`src/pkg/tmps_pkg.sv`:
```
package tmps_pkg;
    localparam logic [7:0] TMPS_ADDR_COUNT = 8'h01;
    localparam logic [7:0] TMPS_ADDR_INTCTL = 8'h0B;
    localparam logic [7:0] TMPS_ADDR_INTCTL_HI = 8'h8B;
    localparam logic [7:0] TMPS_ADDR_OPTION = 8'h81;
    localparam logic [7:0] TMPS_ADDR_PORTA_DIR = 8'h85;
    localparam logic [7:0] TMPS_ADDR_INT_STATUS = 8'hF0;
    localparam logic [7:0] TMPS_ADDR_INT_ENABLE = 8'hF1;
    localparam logic [7:0] TMPS_ADDR_INT_CLEAR = 8'hF2;
    localparam int TMPS_CSS_BIT = 5;
    localparam int TMPS_EDGE_BIT = 4;
    localparam int TMPS_PSA_BIT = 3;
    localparam int TMPS_OVF_FLAG_BIT = 2;
    localparam int TMPS_OVF_IE_BIT = 5;
    localparam logic [7:0] TMPS_OPTION_RESET = 8'hFF;
    localparam logic [7:0] TMPS_INTCTL_RESET = 8'h00;
    localparam logic [5:0] TMPS_PORTA_DIR_RESET = 6'h3F;
    localparam logic [1:0] TMPS_INHIBIT_CYCLES = 2'h2;
    localparam logic [7:0] TMPS_COUNT_MAX = 8'hFF;

    typedef struct packed {
        logic [7:0] addr;
        logic [7:0] wdata;
        logic wr;
        logic rd;
    } tmps_bus_t;

    typedef struct packed {
        logic [7:0] count;
        logic [7:0] prescale;
        logic [7:0] option;
        logic [7:0] intctl;
        logic [5:0] porta_dir;
        logic [1:0] inhibit;
        logic [2:0] ext_sync;
        logic [7:0] rdata;
        logic irq_status;
        logic irq_enable;
        logic wdt_tick;
        logic wdt_clear;
    } tmps_state_t;
endpackage : tmps_pkg

```
`src/core/tmps_timer.sv`:
```
`timescale 1ns/1ps
`default_nettype none
module tmps_timer
    import tmps_pkg::*;
(
    input wire logic CLK,
    input wire logic RST,
    input wire logic INSTR_CYCLE,
    input wire logic SLEEP,
    input wire logic EXT_COUNT_INPUT,
    input wire logic WDT_BASE_TICK,
    input wire logic WATCHDOG_CLEAR_INSTR,
    input wire logic [7:0] ADDR,
    input wire logic [7:0] WDATA,
    input wire logic WR,
    input wire logic RD,
    output logic [7:0] RDATA,
    output logic WDT_TICK,
    output logic WDT_CLEAR,
    output logic IRQ
);
    tmps_state_t s;
    tmps_state_t next_s;
    tmps_bus_t bus;

    function automatic logic [7:0] ratio_mask(input logic [2:0] ps,
                                              input logic to_wdt);
        logic [8:0] m;
        m = (9'h001 << ps) << !to_wdt;
        return 8'(m - 9'h001);
    endfunction : ratio_mask

    logic css;
    logic edge_fall;
    logic to_wdt;
    logic [7:0] mask;
    logic ext_edge;
    logic event_in;
    logic pre_term;
    logic advance;
    logic count_wr;

    always_comb begin
        bus = '{addr: ADDR, wdata: WDATA, wr: WR, rd: RD};
        css = s.option[TMPS_CSS_BIT];
        edge_fall = s.option[TMPS_EDGE_BIT];
        to_wdt = s.option[TMPS_PSA_BIT];
        mask = ratio_mask(s.option[2:0], to_wdt);
        // ext_sync[0] only feeds ext_sync[1]; edge taken on [2:1]
        ext_edge = edge_fall ? (s.ext_sync[2] & ~s.ext_sync[1])
                             : (~s.ext_sync[2] & s.ext_sync[1]);
        event_in = css ? ext_edge : INSTR_CYCLE;
        count_wr = bus.wr && bus.addr == TMPS_ADDR_COUNT;
        pre_term = (s.prescale & mask) == mask;
        advance = 1'b0;
        next_s = s;
        next_s.ext_sync = {s.ext_sync[1:0], EXT_COUNT_INPUT};
        next_s.wdt_tick = 1'b0;
        next_s.wdt_clear = 1'b0;
        next_s.rdata = 8'h00;
        if (INSTR_CYCLE && s.inhibit != 2'h0) begin
            next_s.inhibit = s.inhibit - 2'h1;
        end
        // one prescaler shared: only the assigned user sees its ticks
        if (!to_wdt) begin
            if (event_in && !SLEEP && s.inhibit == 2'h0) begin
                next_s.prescale = s.prescale + 8'h01;
                if (pre_term) begin
                    advance = 1'b1;
                    next_s.prescale = 8'h00;
                end
            end
        end else begin
            if (event_in && !SLEEP && s.inhibit == 2'h0) begin
                advance = 1'b1;
            end
            if (WDT_BASE_TICK) begin
                next_s.prescale = s.prescale + 8'h01;
                if (pre_term) begin
                    next_s.wdt_tick = 1'b1;
                    next_s.prescale = 8'h00;
                end
            end
            if (WATCHDOG_CLEAR_INSTR) begin
                next_s.prescale = 8'h00;
                next_s.wdt_clear = 1'b1;
            end
        end
        if (advance) begin
            next_s.count = s.count + 8'h01;
            if (s.count == TMPS_COUNT_MAX) begin
                next_s.intctl[TMPS_OVF_FLAG_BIT] = 1'b1;
                next_s.irq_status = 1'b1;
            end
        end
        if (bus.wr) begin
            case (bus.addr)
                TMPS_ADDR_COUNT: begin
                    next_s.count = bus.wdata;
                    next_s.inhibit = TMPS_INHIBIT_CYCLES;
                    if (!to_wdt) begin
                        next_s.prescale = 8'h00;
                    end
                end
                TMPS_ADDR_OPTION: next_s.option = bus.wdata;
                TMPS_ADDR_INTCTL, TMPS_ADDR_INTCTL_HI: begin
                    // set from overflow in the same cycle wins
                    next_s.intctl = bus.wdata;
                    if (advance && s.count == TMPS_COUNT_MAX) begin
                        next_s.intctl[TMPS_OVF_FLAG_BIT] = 1'b1;
                    end
                end
                TMPS_ADDR_PORTA_DIR: next_s.porta_dir = bus.wdata[5:0];
                TMPS_ADDR_INT_ENABLE: next_s.irq_enable = bus.wdata[0];
                TMPS_ADDR_INT_CLEAR: begin
                    if (bus.wdata[0] &&
                        !(advance && s.count == TMPS_COUNT_MAX)) begin
                        next_s.irq_status = 1'b0;
                    end
                end
                default: ;
            endcase
        end
        if (bus.rd) begin
            case (bus.addr)
                TMPS_ADDR_COUNT: next_s.rdata = s.count;
                TMPS_ADDR_OPTION: next_s.rdata = s.option;
                TMPS_ADDR_INTCTL, TMPS_ADDR_INTCTL_HI:
                    next_s.rdata = s.intctl;
                TMPS_ADDR_PORTA_DIR: next_s.rdata = {2'h0, s.porta_dir};
                TMPS_ADDR_INT_STATUS: next_s.rdata = {7'h00, s.irq_status};
                TMPS_ADDR_INT_ENABLE: next_s.rdata = {7'h00, s.irq_enable};
                default: next_s.rdata = 8'h00;
            endcase
        end
        if (RST) begin
            next_s = '0;
            next_s.option = TMPS_OPTION_RESET;
            next_s.intctl = TMPS_INTCTL_RESET;
            next_s.porta_dir = TMPS_PORTA_DIR_RESET;
        end
    end

    always_ff @(posedge CLK) begin
        s <= next_s;
    end

    assign RDATA = s.rdata;
    assign WDT_TICK = s.wdt_tick;
    assign WDT_CLEAR = s.wdt_clear;
    // status-register event path and cpu-facing gated flag both drive irq
    assign IRQ = (s.irq_status & s.irq_enable) |
                 (s.intctl[TMPS_OVF_FLAG_BIT] & s.intctl[TMPS_OVF_IE_BIT]);

    a_wrap_sets_flag: assert property (@(posedge CLK) disable iff (RST)
        (advance && s.count == 8'hFF && !count_wr) |=>
        (s.count == 8'h00 && s.intctl[2]))
        else $error("wrap did not set overflow flag");
    a_write_inhibit: assert property (@(posedge CLK) disable iff (RST)
        (count_wr && !css) |=> (s.count == $past(WDATA)) ##0
        (s.inhibit == 2'h2))
        else $error("count write did not arm inhibit");
    a_inhibit_holds: assert property (@(posedge CLK) disable iff (RST)
        (s.inhibit != 2'h0 && !count_wr) |=> $stable(s.count))
        else $error("count moved during inhibit");
    a_timer_step: assert property (@(posedge CLK) disable iff (RST)
        (!css && to_wdt && INSTR_CYCLE && !SLEEP && s.inhibit == 2'h0
         && !bus.wr) |=> s.count == $past(s.count) + 8'h01)
        else $error("timer mode did not step");
    a_sleep_stops: assert property (@(posedge CLK) disable iff (RST)
        (SLEEP && !bus.wr) |=> $stable(s.count))
        else $error("count moved in sleep");
    a_prescale_clear: assert property (@(posedge CLK) disable iff (RST)
        (count_wr && !to_wdt) |=> s.prescale == 8'h00)
        else $error("prescaler not cleared by count write");
    a_wdt_clear_op: assert property (@(posedge CLK) disable iff (RST)
        (to_wdt && WATCHDOG_CLEAR_INSTR && !bus.wr) |=>
        (s.prescale == 8'h00 && WDT_CLEAR))
        else $error("watchdog clear missed");
    a_irq_masked: assert property (@(posedge CLK) disable iff (RST)
        (!s.intctl[5] && !s.irq_enable) |-> !IRQ)
        else $error("masked interrupt raised");
    a_wdt_ratio: assert property (@(posedge CLK) disable iff (RST)
        (to_wdt && s.option[2:0] == 3'h0 && WDT_BASE_TICK &&
         !WATCHDOG_CLEAR_INSTR && !bus.wr) |=> WDT_TICK)
        else $error("1:1 watchdog ratio failed");

    a_step_by_one: assert property (@(posedge CLK) disable iff (RST)
        (advance && !count_wr) |=> s.count == $past(s.count) + 8'h01)
        else $error("count did not step by one");

    a_hold_no_step: assert property (@(posedge CLK) disable iff (RST)
        (!advance && !count_wr) |=> $stable(s.count))
        else $error("count moved without a step");

    a_status_on_wrap: assert property (@(posedge CLK) disable iff (RST)
        (advance && s.count == TMPS_COUNT_MAX) |=> s.irq_status)
        else $error("wrap did not set status bit");

    a_flag_no_wrap: assert property (@(posedge CLK) disable iff (RST)
        (!s.intctl[TMPS_OVF_FLAG_BIT] && !advance && !bus.wr) |=>
        !s.intctl[TMPS_OVF_FLAG_BIT])
        else $error("flag set without a wrap");

    a_status_sticky: assert property (@(posedge CLK) disable iff (RST)
        (s.irq_status && !(bus.wr && bus.addr == TMPS_ADDR_INT_CLEAR)) |=>
        s.irq_status)
        else $error("status bit cleared by itself");

    a_flag_sticky: assert property (@(posedge CLK) disable iff (RST)
        (s.intctl[TMPS_OVF_FLAG_BIT] && !bus.wr) |=>
        s.intctl[TMPS_OVF_FLAG_BIT])
        else $error("flag cleared by hardware");

    a_status_clear: assert property (@(posedge CLK) disable iff (RST)
        (bus.wr && bus.addr == TMPS_ADDR_INT_CLEAR && bus.wdata[0] &&
         !(advance && s.count == TMPS_COUNT_MAX)) |=> !s.irq_status)
        else $error("status clear ignored");

    a_intctl_write: assert property (@(posedge CLK) disable iff (RST)
        (bus.wr && bus.addr == TMPS_ADDR_INTCTL && !advance) |=>
        s.intctl == $past(WDATA))
        else $error("interrupt control write lost");

    a_intctl_alias: assert property (@(posedge CLK) disable iff (RST)
        (bus.wr && bus.addr == TMPS_ADDR_INTCTL_HI && !advance) |=>
        s.intctl == $past(WDATA))
        else $error("interrupt control alias write lost");

    a_irq_from_flag: assert property (@(posedge CLK) disable iff (RST)
        (s.intctl[TMPS_OVF_FLAG_BIT] && s.intctl[TMPS_OVF_IE_BIT]) |-> IRQ)
        else $error("enabled flag did not raise interrupt");

    a_irq_from_stat: assert property (@(posedge CLK) disable iff (RST)
        (s.irq_status && s.irq_enable) |-> IRQ)
        else $error("enabled status did not raise interrupt");

    a_irq_has_cause: assert property (@(posedge CLK) disable iff (RST)
        IRQ |-> ((s.intctl[TMPS_OVF_FLAG_BIT] && s.intctl[TMPS_OVF_IE_BIT])
        || (s.irq_status && s.irq_enable)))
        else $error("interrupt raised without cause");

    a_option_write: assert property (@(posedge CLK) disable iff (RST)
        (bus.wr && bus.addr == TMPS_ADDR_OPTION) |=> s.option == $past(WDATA))
        else $error("option write lost");

    a_option_hold: assert property (@(posedge CLK) disable iff (RST)
        !(bus.wr && bus.addr == TMPS_ADDR_OPTION) |=> $stable(s.option))
        else $error("option changed without write");

    a_read_count: assert property (@(posedge CLK) disable iff (RST)
        (bus.rd && bus.addr == TMPS_ADDR_COUNT) |=> RDATA == $past(s.count))
        else $error("count read returned wrong value");

    a_read_option: assert property (@(posedge CLK) disable iff (RST)
        (bus.rd && bus.addr == TMPS_ADDR_OPTION) |=> RDATA == $past(s.option))
        else $error("option read returned wrong value");

    a_read_intctl: assert property (@(posedge CLK) disable iff (RST)
        (bus.rd && bus.addr == TMPS_ADDR_INTCTL) |=> RDATA == $past(s.intctl))
        else $error("interrupt control read wrong");

    a_read_idle: assert property (@(posedge CLK) disable iff (RST)
        !bus.rd |=> RDATA == 8'h00)
        else $error("read data not zero when idle");

    a_clear_wr_only: assert property (@(posedge CLK) disable iff (RST)
        (bus.rd && bus.addr == TMPS_ADDR_INT_CLEAR) |=> RDATA == 8'h00)
        else $error("write-only register readable");

    a_inhibit_arm: assert property (@(posedge CLK) disable iff (RST)
        count_wr |=> s.inhibit == TMPS_INHIBIT_CYCLES)
        else $error("inhibit not armed");

    a_inhibit_down: assert property (@(posedge CLK) disable iff (RST)
        (s.inhibit != 2'h0 && INSTR_CYCLE && !count_wr) |=>
        s.inhibit == $past(s.inhibit) - 2'h1)
        else $error("inhibit did not count down");

    a_inhibit_idle: assert property (@(posedge CLK) disable iff (RST)
        (!INSTR_CYCLE && !count_wr) |=> $stable(s.inhibit))
        else $error("inhibit moved without a cycle");

    a_no_step_inhib: assert property (@(posedge CLK) disable iff (RST)
        (s.inhibit != 2'h0) |-> !advance)
        else $error("count stepped while inhibited");

    a_no_step_sleep: assert property (@(posedge CLK) disable iff (RST)
        SLEEP |-> !advance)
        else $error("count stepped in sleep");

    a_sleep_prescale: assert property (@(posedge CLK) disable iff (RST)
        (SLEEP && !to_wdt && !count_wr) |=> $stable(s.prescale))
        else $error("timer prescaler moved in sleep");

    a_pre_step: assert property (@(posedge CLK) disable iff (RST)
        (!to_wdt && event_in && !SLEEP && s.inhibit == 2'h0 && !pre_term
         && !count_wr) |=> s.prescale == $past(s.prescale) + 8'h01)
        else $error("timer prescaler did not step");

    a_term_advances: assert property (@(posedge CLK) disable iff (RST)
        (!to_wdt && event_in && !SLEEP && s.inhibit == 2'h0 && pre_term)
        |-> advance)
        else $error("terminal count did not advance");

    a_step_at_term: assert property (@(posedge CLK) disable iff (RST)
        (!to_wdt && advance) |-> pre_term)
        else $error("timer advanced before terminal count");

    a_wdt_quiet: assert property (@(posedge CLK) disable iff (RST)
        !to_wdt |=> (!WDT_TICK && !WDT_CLEAR))
        else $error("watchdog outputs active on timer");

    a_direct_count: assert property (@(posedge CLK) disable iff (RST)
        (to_wdt && event_in && !SLEEP && s.inhibit == 2'h0) |-> advance)
        else $error("direct event did not advance");

    a_wdt_tick_term: assert property (@(posedge CLK) disable iff (RST)
        (to_wdt && WDT_BASE_TICK && pre_term) |=> WDT_TICK)
        else $error("postscaler terminal missed");

    a_wdt_tick_cause: assert property (@(posedge CLK) disable iff (RST)
        !(to_wdt && WDT_BASE_TICK && pre_term) |=> !WDT_TICK)
        else $error("watchdog tick without terminal");

    a_wdt_clr_cause: assert property (@(posedge CLK) disable iff (RST)
        !(to_wdt && WATCHDOG_CLEAR_INSTR) |=> !WDT_CLEAR)
        else $error("watchdog clear without request");

    a_wdt_pre_step: assert property (@(posedge CLK) disable iff (RST)
        (to_wdt && WDT_BASE_TICK && !pre_term && !WATCHDOG_CLEAR_INSTR) |=>
        s.prescale == $past(s.prescale) + 8'h01)
        else $error("postscaler did not step");

    a_wdt_keeps_pre: assert property (@(posedge CLK) disable iff (RST)
        (count_wr && to_wdt && !WDT_BASE_TICK && !WATCHDOG_CLEAR_INSTR) |=>
        $stable(s.prescale))
        else $error("count write touched watchdog prescaler");

    a_pin_only: assert property (@(posedge CLK) disable iff (RST)
        (css && !ext_edge) |-> !advance)
        else $error("counter mode stepped without edge");

    a_instr_only: assert property (@(posedge CLK) disable iff (RST)
        (!css && !INSTR_CYCLE) |-> !advance)
        else $error("timer mode stepped without cycle");

    a_reset_values: assert property (@(posedge CLK)
        RST |=>
        (s.option == TMPS_OPTION_RESET && s.count == 8'h00 && !IRQ))
        else $error("reset values wrong");

    a_count_wr_ext: assert property (@(posedge CLK) disable iff (RST)
        (count_wr && css) |=> s.count == $past(WDATA))
        else $error("count write lost in counter mode");
endmodule : tmps_timer
`default_nettype wire

```
`config.mk`:
```
export PLATFORM = sky130hd
export DESIGN_NAME = tmps_timer
export DESIGN_NICKNAME = d
export VERILOG_FILES = /design/src/pkg/tmps_pkg.sv /design/src/core/tmps_timer.sv
export SDC_FILE = /design/constraint.sdc
export NUM_CORES = 1
export LEC_CHECK = 0
export BUFFER_PORTS_ARGS = -buffer_cell sky130_fd_sc_hd__buf_2
export CAP_MARGIN = 5
export CORE_ASPECT_RATIO = 0.6
export CORE_MARGIN = 2
export CORE_UTILIZATION = 52
export CTS_CLUSTER_DIAMETER = 50
export DETAILED_ROUTE_END_ITERATION = 7
export PLACE_DENSITY_LB_ADDON = 0.2
export SLEW_MARGIN = 20
export SYNTH_ARGS = -nofsm -noshare
export SYNTH_HDL_FRONTEND = slang
export SYNTH_SLANG_ARGS = --single-unit
```
`constraint.sdc`:
```
create_clock -name CLK -period 3.1 [get_ports CLK]
set_input_delay 0.465 -clock CLK [delete_from_list [all_inputs] [get_ports CLK]]
set_output_delay 0.465 -clock CLK [all_outputs]
set_load 0.03 [all_outputs]
```
**Word level (Yosys, flattened, before mapping)**

Index checks and enable logic that the tools add are counted.
Widths: inputs -> output; s select.

- Bits in registers: 55
- Input port bits: 25
- Output and inout port bits: 11
- Word-level logic and storage cells: 89

- Add/sub/neg operators: 4
- Equal/unequal tests: 10
- Shifts and indexed selects: 2
- Muxes and demuxes: 31
- Bitwise gates (word level): 11
- Reductions and logical operators: 18

Operators with widths:

| operator | number |
|---|---|
| $mux 8 | 9 |
| $eq 8x8->1 const B | 7 |
| $pmux 8 s6 | 1 |
| $mux 40 | 1 |
| $add 8x1->8 const B | 2 |
| $mux 16 | 1 |
| $mux 1 | 15 |
| $shl 1x3->9 const A | 1 |
| $shl 9x1->8 | 1 |
| $and 8x8->8 | 1 |
| $eq 8x1->1 const B | 1 |
| $eq 8x4->1 const B | 1 |
| $eq 8x8->1 | 1 |
| $reduce_and 2->1 | 4 |
| $sub 8x1->8 const B | 1 |
| $mux 2 | 3 |
| $mux 6 | 1 |
| $reduce_or 2->1 | 3 |
| $logic_and 1x1->1 | 5 |
| $not 1->1 | 5 |
| $and 1x1->1 | 4 |
| $logic_not 1->1 | 3 |
| $reduce_or 3->1 | 1 |
| $logic_not 2->1 | 1 |
| other kinds (3) | 3 |

**Longest topological paths before layout**

Gate-level depths: netlist of the first run.

- Depth in word-level cells: 14
- Mapped depth: 13
- Gate-level depth less buffers: 11

**Worst setup path before layout of the first run**

No wires, ideal clock.

- Kind: flip-flop to flip-flop
- Start: register s[33] (netlist name)
- End: register s[49] (netlist name)
- Setup time: 86 ps
- Arrival: 2,783 ps
- Required time: 3,014 ps
- Path slack: 231 ps
- Stages on the path, launching flop included: 14
- Buffers on the path: 2
- Clock period less this slack: 2,869 ps
- Cell sequence: dfxtp_1 > buf_2 > nor3b_2 > nand2b_1 > ha_1 > buf_2 > or4b_2 > a211oi_1 > a211oi_1 > nor4b_2 > a21oi_4 > nor2_1 > xnor2_1 > a211oi_1

- Word-level cells in the longest chain between the ends: 11

Ends and longest elaborated chain:

| element | line | source |
|---|---|---|
| start: declaration | tmps_timer.sv:22 | `tmps_state_t s;` |
| start signal: assignment | tmps_timer.sv:145 | `s <= next_s;` |
| $shl 1x3->9 (*) | tmps_timer.sv:29 | `m = (9'h001 << ps) << !to_wdt;` |
| $shl 9x1->8 (*) | tmps_timer.sv:29 |  |
| $sub 8x1->8 (*) | tmps_timer.sv:30 | `return 8'(m - 9'h001);` |
| $and 8x8->8 | tmps_timer.sv:54 | `pre_term = (s.prescale & mask) == mask;` |
| $eq 8x8->1 (*) | tmps_timer.sv:54 |  |
| $mux 1 (*) | tmps_timer.sv:68 | `if (pre_term) begin` |
| $mux 1 (*) | tmps_timer.sv:66 | `if (event_in && !SLEEP && s.inhibit == 2'h0) begin` |
| $mux 1 (*) | tmps_timer.sv:65 | `if (!to_wdt) begin` |
| $mux 8 (*) | tmps_timer.sv:89 | `if (advance) begin` |
| $mux 16 | tmps_timer.sv:97 | `case (bus.addr)` |
| $mux 40 (*) | tmps_timer.sv:96 | `if (bus.wr) begin` |

Mark *: on every way between the ends. The rest lies on a longest branch, timed or not.
A chain may end at the register's enable or synchronous reset.

**Worst setup path in the final report of the first run**

- Start: register s[33] (netlist name)
- End: register s[51] (netlist name)

Same word-level chain as after synthesis.

==> metrics.yaml, run 1 <==
global_route:
  grt_pass1_vias: 2237
  overflow: 0
  grt_use_total: 0.244
  antenna_found_initial: 0
  grt_pass1_wl_mm: 11.4
  grt_max_degree: 27
timing:
  period_needed_ps: 2870
  relSlewSlack: 0.518
  setup_viol: 0
  post-route-period-util: 0.927
  hold_viol: 0
  finClkSkew_ps: 8.70
  max_freq_mhz: 348
  rsz0062_at_grt: "false"
  drv_slew: 0
  holdWs_ps: 353
  worst_slew_pin_slew_ps: 722
  fin_setup_tns_ps: 0
worst_setup_path:
  r2r_slack_ps: 230
  crit_type: "flip-flop to flip-flop"
  r2r_cells: 12
  crit_chain: "buf_4 -> inv_1 -> nand4_1 -> ha_2 -> or4b_2 -> a211oi_2 -> a211oi_1 -> nor4b_2 -> a21oi_4 -> nor3_1 -> xnor2_1 -> a211oi_1"
  reg2reg_to: "s[51]"
  end_kind: "flip-flop"
  critPathTopFamily: "simple AND/OR/NAND/NOR gates"
  worstPathRequired_ps: 3330
  crit_arrival_ps: 3100
  worst-path-max-fanout: 9
  critPathLaunchType: "flip-flop"
  path_buf_inv: 2
  rr_startpoint: "s[33]"
  critical_path.slowest_cell: "or4b_2"
  worst_path_most_repeated_cell: "a211oi_1"
  critical_path.max_stage_delay_ps: 630
floorplan:
  die_area_um2: 6090
  dieHeight_um: 61.2
  rows: 20
  die_w_um: 99.4
  coreArea_um2: 5150
  io_pins: 36
  start_util: 0.551
hold_path:
  min_to: "s[12]"
  hold_path.startpoint: "EXT_COUNT_INPUT"
  hp-class: "input pin to flip-flop"
  hold_path_depth: 2
power:
  power.density_nw_per_um2: 404
  pwr-share-clk: 0.378
  power.internal_uw: 993
  p_switching_uw: 309
  seq_power_share: 0.553
  switching_share: 0.237
  vdd_ir_drop_max_mv: 0.270
  pwr-share-comb: 0.069
  leakage_uw: 0.00127
synth:
  ys.flop_type: "dfxtp_1"
  yosysWarnings: 0
  synthesis.area_um2: 2840
  yosysSeqAreaShare: 0.388
  synth_fp_nets: 370
  synth.avg_cell_area_um2: 8.33
  synthDistinctLibCells: 57
  synth-seq-cells: 55
  syn_inst: 341
  synth-edff-count: 0
  synthArstFlopShare: 0
placed_design:
  placed_area_um2: 3080
  hpwlAfterDp_mm: 5.29
  place_inst: 432
  place.gp.congestion: 0.888
  port_buffers: 35
clock_tree:
  postCtsHoldBufs: 0
  clock_path_buffers: 2
  numCtsBuffers: 5
  clock_sinks: 55
  htree_levels: 2
  insertion_delay_ps: 320
  root_buffer: "clkbuf_8"
  cts_setup_buffers: 0
  clkSlewWorstSetupHoldPaths_ps: 100
  cts_tree: "yes"
  cts-resized-gates: 0
detailed_routing:
  vias: 2634
  routed_wl_mm: 7.06
  drtAntennaViolNets: 0
  dr.pass1.iters: 5
  wl_per_cell_um: 16.0
  routed_via_density: 5.99
  drtIter0Drc: 219
  drc_errors: 0
flow_run:
  maxCapViolCount: 0
outcome:
  outcome: "complete, no violations"
final_layout:
  drive_gt1_frac: 0.211
  fin_cells: 440
  syn_to_final_growth_pct: 13.5
  fin_util: 0.625
  fin_nets: 402
  antennaDiodeCount: 0
  fin_area_um2: 3220
## state kept, by name (all words and copies together), names as in the netlist
| register | flops |
|---|---|
| s | 43 |
| RDATA | 8 |
| WDT_CLEAR | 1 |
| WDT_TICK | 1 |
| css | 1 |
| edge_fall | 1 |
## power by group through the flow
stage	logic (µW)	clock network (µW)	registers, µW
6_report	89.7	493	719
5_1_grt	98.9	533	721
4_1_cts	88.5	497	719
3_5_place_dp	88.2	0	736
3_3_place_gp	86.1	0	736
2_1_floorplan	48.3	0	736
## layer usage
| metal | share of wire | wire, µm | GRT usage | vias up |
|---|---|---|---|---|
| met3 | 0.092 | 652 | 0.0477 | 7 |
| li1 | - | - | - | 1286 |
| met5 | 0 | 0 | 0 | - |
| met1 | 0.51 | 3570 | 0.393 | 1222 |
| met4 | 0.0086 | 61 | 0.0685 | 0 |
| met2 | 0.39 | 2780 | 0.322 | 119 |
## Yosys cell counts (all sizes together), types with 2 or more instances
cell type / instances / share of area
a211oi: 9 / 0.026
a21o: 5 / 0.013
a21oi: 25 / 0.048
a222oi: 5 / 0.018
a22oi: 4 / 0.011
a31oi: 4 / 0.0088
and2: 5 / 0.011
and3: 4 / 0.0088
and4: 2 / 0.0062
buf: 12 / 0.030
clkbuf: 13 / 0.017
dfxtp: 55 / 0.39
ha: 4 / 0.018
inv: 10 / 0.013
mux2i: 4 / 0.014
nand2: 58 / 0.077
nand2b: 7 / 0.015
nand3: 23 / 0.041
nand4: 4 / 0.0088
nor2: 23 / 0.030
nor2b: 4 / 0.0088
nor3: 6 / 0.011
nor3b: 4 / 0.012
nor4: 3 / 0.0088
nor4b: 5 / 0.025
o211ai: 4 / 0.011
o21ai: 3 / 0.0053
o21bai: 3 / 0.0079
o32ai: 4 / 0.012
o41ai: 2 / 0.0062
or4b: 2 / 0.0071
xnor2: 9 / 0.028
## layout make-up
type | instances | area (µm²)
Clock buffer | 5 | 68.8
Clock inverter | 3 | 46.3
Fill cell | 461 | 1930
Inverter | 11 | 41.3
Multi-Input combinational cell | 250 | 1590
Sequential cell | 55 | 1100
Tap cell | 66 | 82.6
Timing Repair Buffer | 50 | 288
## cell families after synthesis
kind of cell / share of synthesized area
compound gates: 0.202
xor+xnor: 0.0309
fa+ha+maj: 0.0176
buf+inv: 0.0617
flops: 0.388
mux: 0.0181
simple gates: 0.282
## layout by cell type (no fill, tap or decap), types with 4 or more instances in the layout
master	count
a31oi_1	4
nand2_1	57
mux2i_1	4
nand3_1	23
a21oi_1	24
nor2_1	23
o32ai_1	4
dfxtp_1	53
and3_1	4
nand2b_1	7
a21o_1	5
a211oi_1	7
nor2b_1	4
clkbuf_8	5
buf_2	35
nand4_1	4
nor3_1	6
inv_1	9
a222oi_1	5
o211ai_1	4
a22oi_1	4
xnor2_1	9
buf_4	15
and2_1	5
## worst register-to-register path, stage by stage, from the launching register on
cell      delay, ps
dfxtp_1         360
buf_4           180
inv_1            80
nand4_1         100
ha_2            220
or4b_2          630
a211oi_2        200
a211oi_1         70
nor4b_2         200
a21oi_4         270
nor3_1          100
xnor2_1         140
a211oi_1        240
## metrics by stage
step | worst slack (ps) | total power [µW]
2_1_floorplan | 231 | 784
3_3_place_gp | 208 | 822
3_5_place_dp | 78.4 | 824
6_report | 227 | 1300
4_1_cts | 83.1 | 1310
5_1_grt | 22.3 | 1350
## how the worst max path moves through the flow
| stage | start | endpoint | slack, ps | cells after the start |
|---|---|---|---|---|
| finish | s[33] | s[51] | 230 | 12 |
| global route | s[33] | s[51] | 20 | 12 |
| CTS | s[31] | s[51] | 80 | 11 |
| detailed placement | s[31] | s[51] | 80 | 11 |
| global placement | s[31] | s[51] | 210 | 11 |
| floorplan | s[33] | s[49] | 230 | 13 |
No activity file was read; power rests on OpenSTA's default activity.
==> run 2: changes to the inputs <==
Settings changed: CORE_ASPECT_RATIO 0.6 to 2, HOLD_SLACK_MARGIN set to 0.02.
==> metrics.yaml, run 2 (synthesized netlist as in run 1, its figures left out) <==
clock_tree:
  postCtsHoldBufs: 0
  clock_sinks: 55
  root_buffer: "clkbuf_8"
  clock_path_buffers: 2
  insertion_delay_ps: 320
  clkSlewWorstSetupHoldPaths_ps: 100
  numCtsBuffers: 5
  htree_levels: 2
  cts_tree: "yes"
detailed_routing:
  drtIter0Drc: 142
  routed_via_density: 5.99
  vias: 2583
  drc_errors: 0
  drtAntennaViolNets: 0
  dr.pass1.iters: 4
  routed_wl_mm: 6.96
  wl_per_cell_um: 16.1
timing:
  period_needed_ps: 3000
  fin_setup_tns_ps: 0
  finClkSkew_ps: 13.2
  post-route-period-util: 0.967
  max_freq_mhz: 334
  worst_slew_pin_slew_ps: 656
  hold_viol: 0
  setup_viol: 0
  drv_slew: 0
  relSlewSlack: 0.559
  rsz0062_at_grt: "false"
floorplan:
  coreArea_um2: 5330
  die_w_um: 56.2
  rows: 38
  dieHeight_um: 108
  die_area_um2: 6100
  start_util: 0.533
  io_pins: 36
final_layout:
  fin_cells: 431
  fillers: 513
  drive_gt1_frac: 0.199
  fin_util: 0.592
  syn_to_final_growth_pct: 11.0
  largest_reg_flops: 43
  final_cell_mix: "nand2_1, dfxtp_1, buf_2"
  fin_nets: 399
  top_register: "s"
  final_common_cell: "nand2_1"
  antennaDiodeCount: 0
worst_setup_path:
  critPathLaunchType: "flip-flop"
  crit_arrival_ps: 3250
  worstPathRequired_ps: 3350
  worst-path-max-fanout: 14
  end_kind: "flip-flop"
  crit_type: "flip-flop to flip-flop"
global_route:
  antenna_found_initial: 0
  grt_use_met2: 0.414
  grt_pass1_vias: 2474
  gr-usage-met3: 0.0371
  grt_busiest_layer: "met2"
  grt_pass1_wl_mm: 11.4
  overflow: 0
  use_met1: 0.276
  grt_max_degree: 27
  grt_use_total: 0.239
outcome:
  outcome: "complete, no violations"
placed_design:
  place.gp.congestion: 0.887
  place_inst: 421
  hpwlAfterDp_mm: 5.21
  port_buffers: 35
power:
  vdd_ir_drop_max_mv: 0.450
  leakage_uw: 0.00127
  power.density_nw_per_um2: 388
hold_path:
  hp-class: "input pin to flip-flop"
flow_run:
  maxCapViolCount: 0
run 2: power breakdown:
part	internal [µW]	switching (µW)	total (µW)
logic	34.7	54.3	89.0
clock network	164	250	414
registers	714	5.44	720
run 2: area by class of cell:
cell class	instances	area [µm²]	area share
clock buffers	5	68.8	0.0218
clock inverters	3	22.5	0.00715
inverters	11	41.3	0.0131
multi-input cells	250	1580	0.500
flip-flops and latches	55	1100	0.350
well taps	60	75.1	0.0238
repair buffers	47	265	0.0842
run 2: worst paths after layout:
kind	startpoint	end	slack (ps)	cells after the start
setup reg to reg	s[34]	s[53]	100	13
hold reg to reg	s[12]	s[13]	460	1
setup / recovery	s[34]	s[53]	100	13
hold / removal	EXT_COUNT_INPUT	s[12]	370	2
run 2: per-stage QoR:
stage                     area [µm²]  hold slack, ps  power (µW)  worst slack (ps)
after floorplan                 2840             414         784               231
after global placement          3030             431         820               184
after detailed placement        3030             433         824               108
after CTS                       3120             369        1230              79.8
after global routing            3150             392        1270              11.5
final                           3150             369        1220               102
run 2: timing repair:
action,4_1_cts,5_1_grt
setup buffers,0,2
gates resized for setup,0,6
setup endpoints to repair,0,15
run 2: critical path, stage by stage (launching register included):
cell and delay (ps):
dfxtp_1 360, buf_4 200, nand2b_1 110, nand4_1 120
ha_2 230, or4b_2 620, a211oi_1 250, a211oi_1 80
nor4b_4 160, a21oi_4 250, buf_4 160, nor4b_2 40
xnor2_1 130, a211oi_2 210
run 2: metal layers:
layer	routed length, µm	share of wire
met1	2920	0.42
met2	3630	0.52
met3	269	0.039
met4	140	0.020
met5	0	0
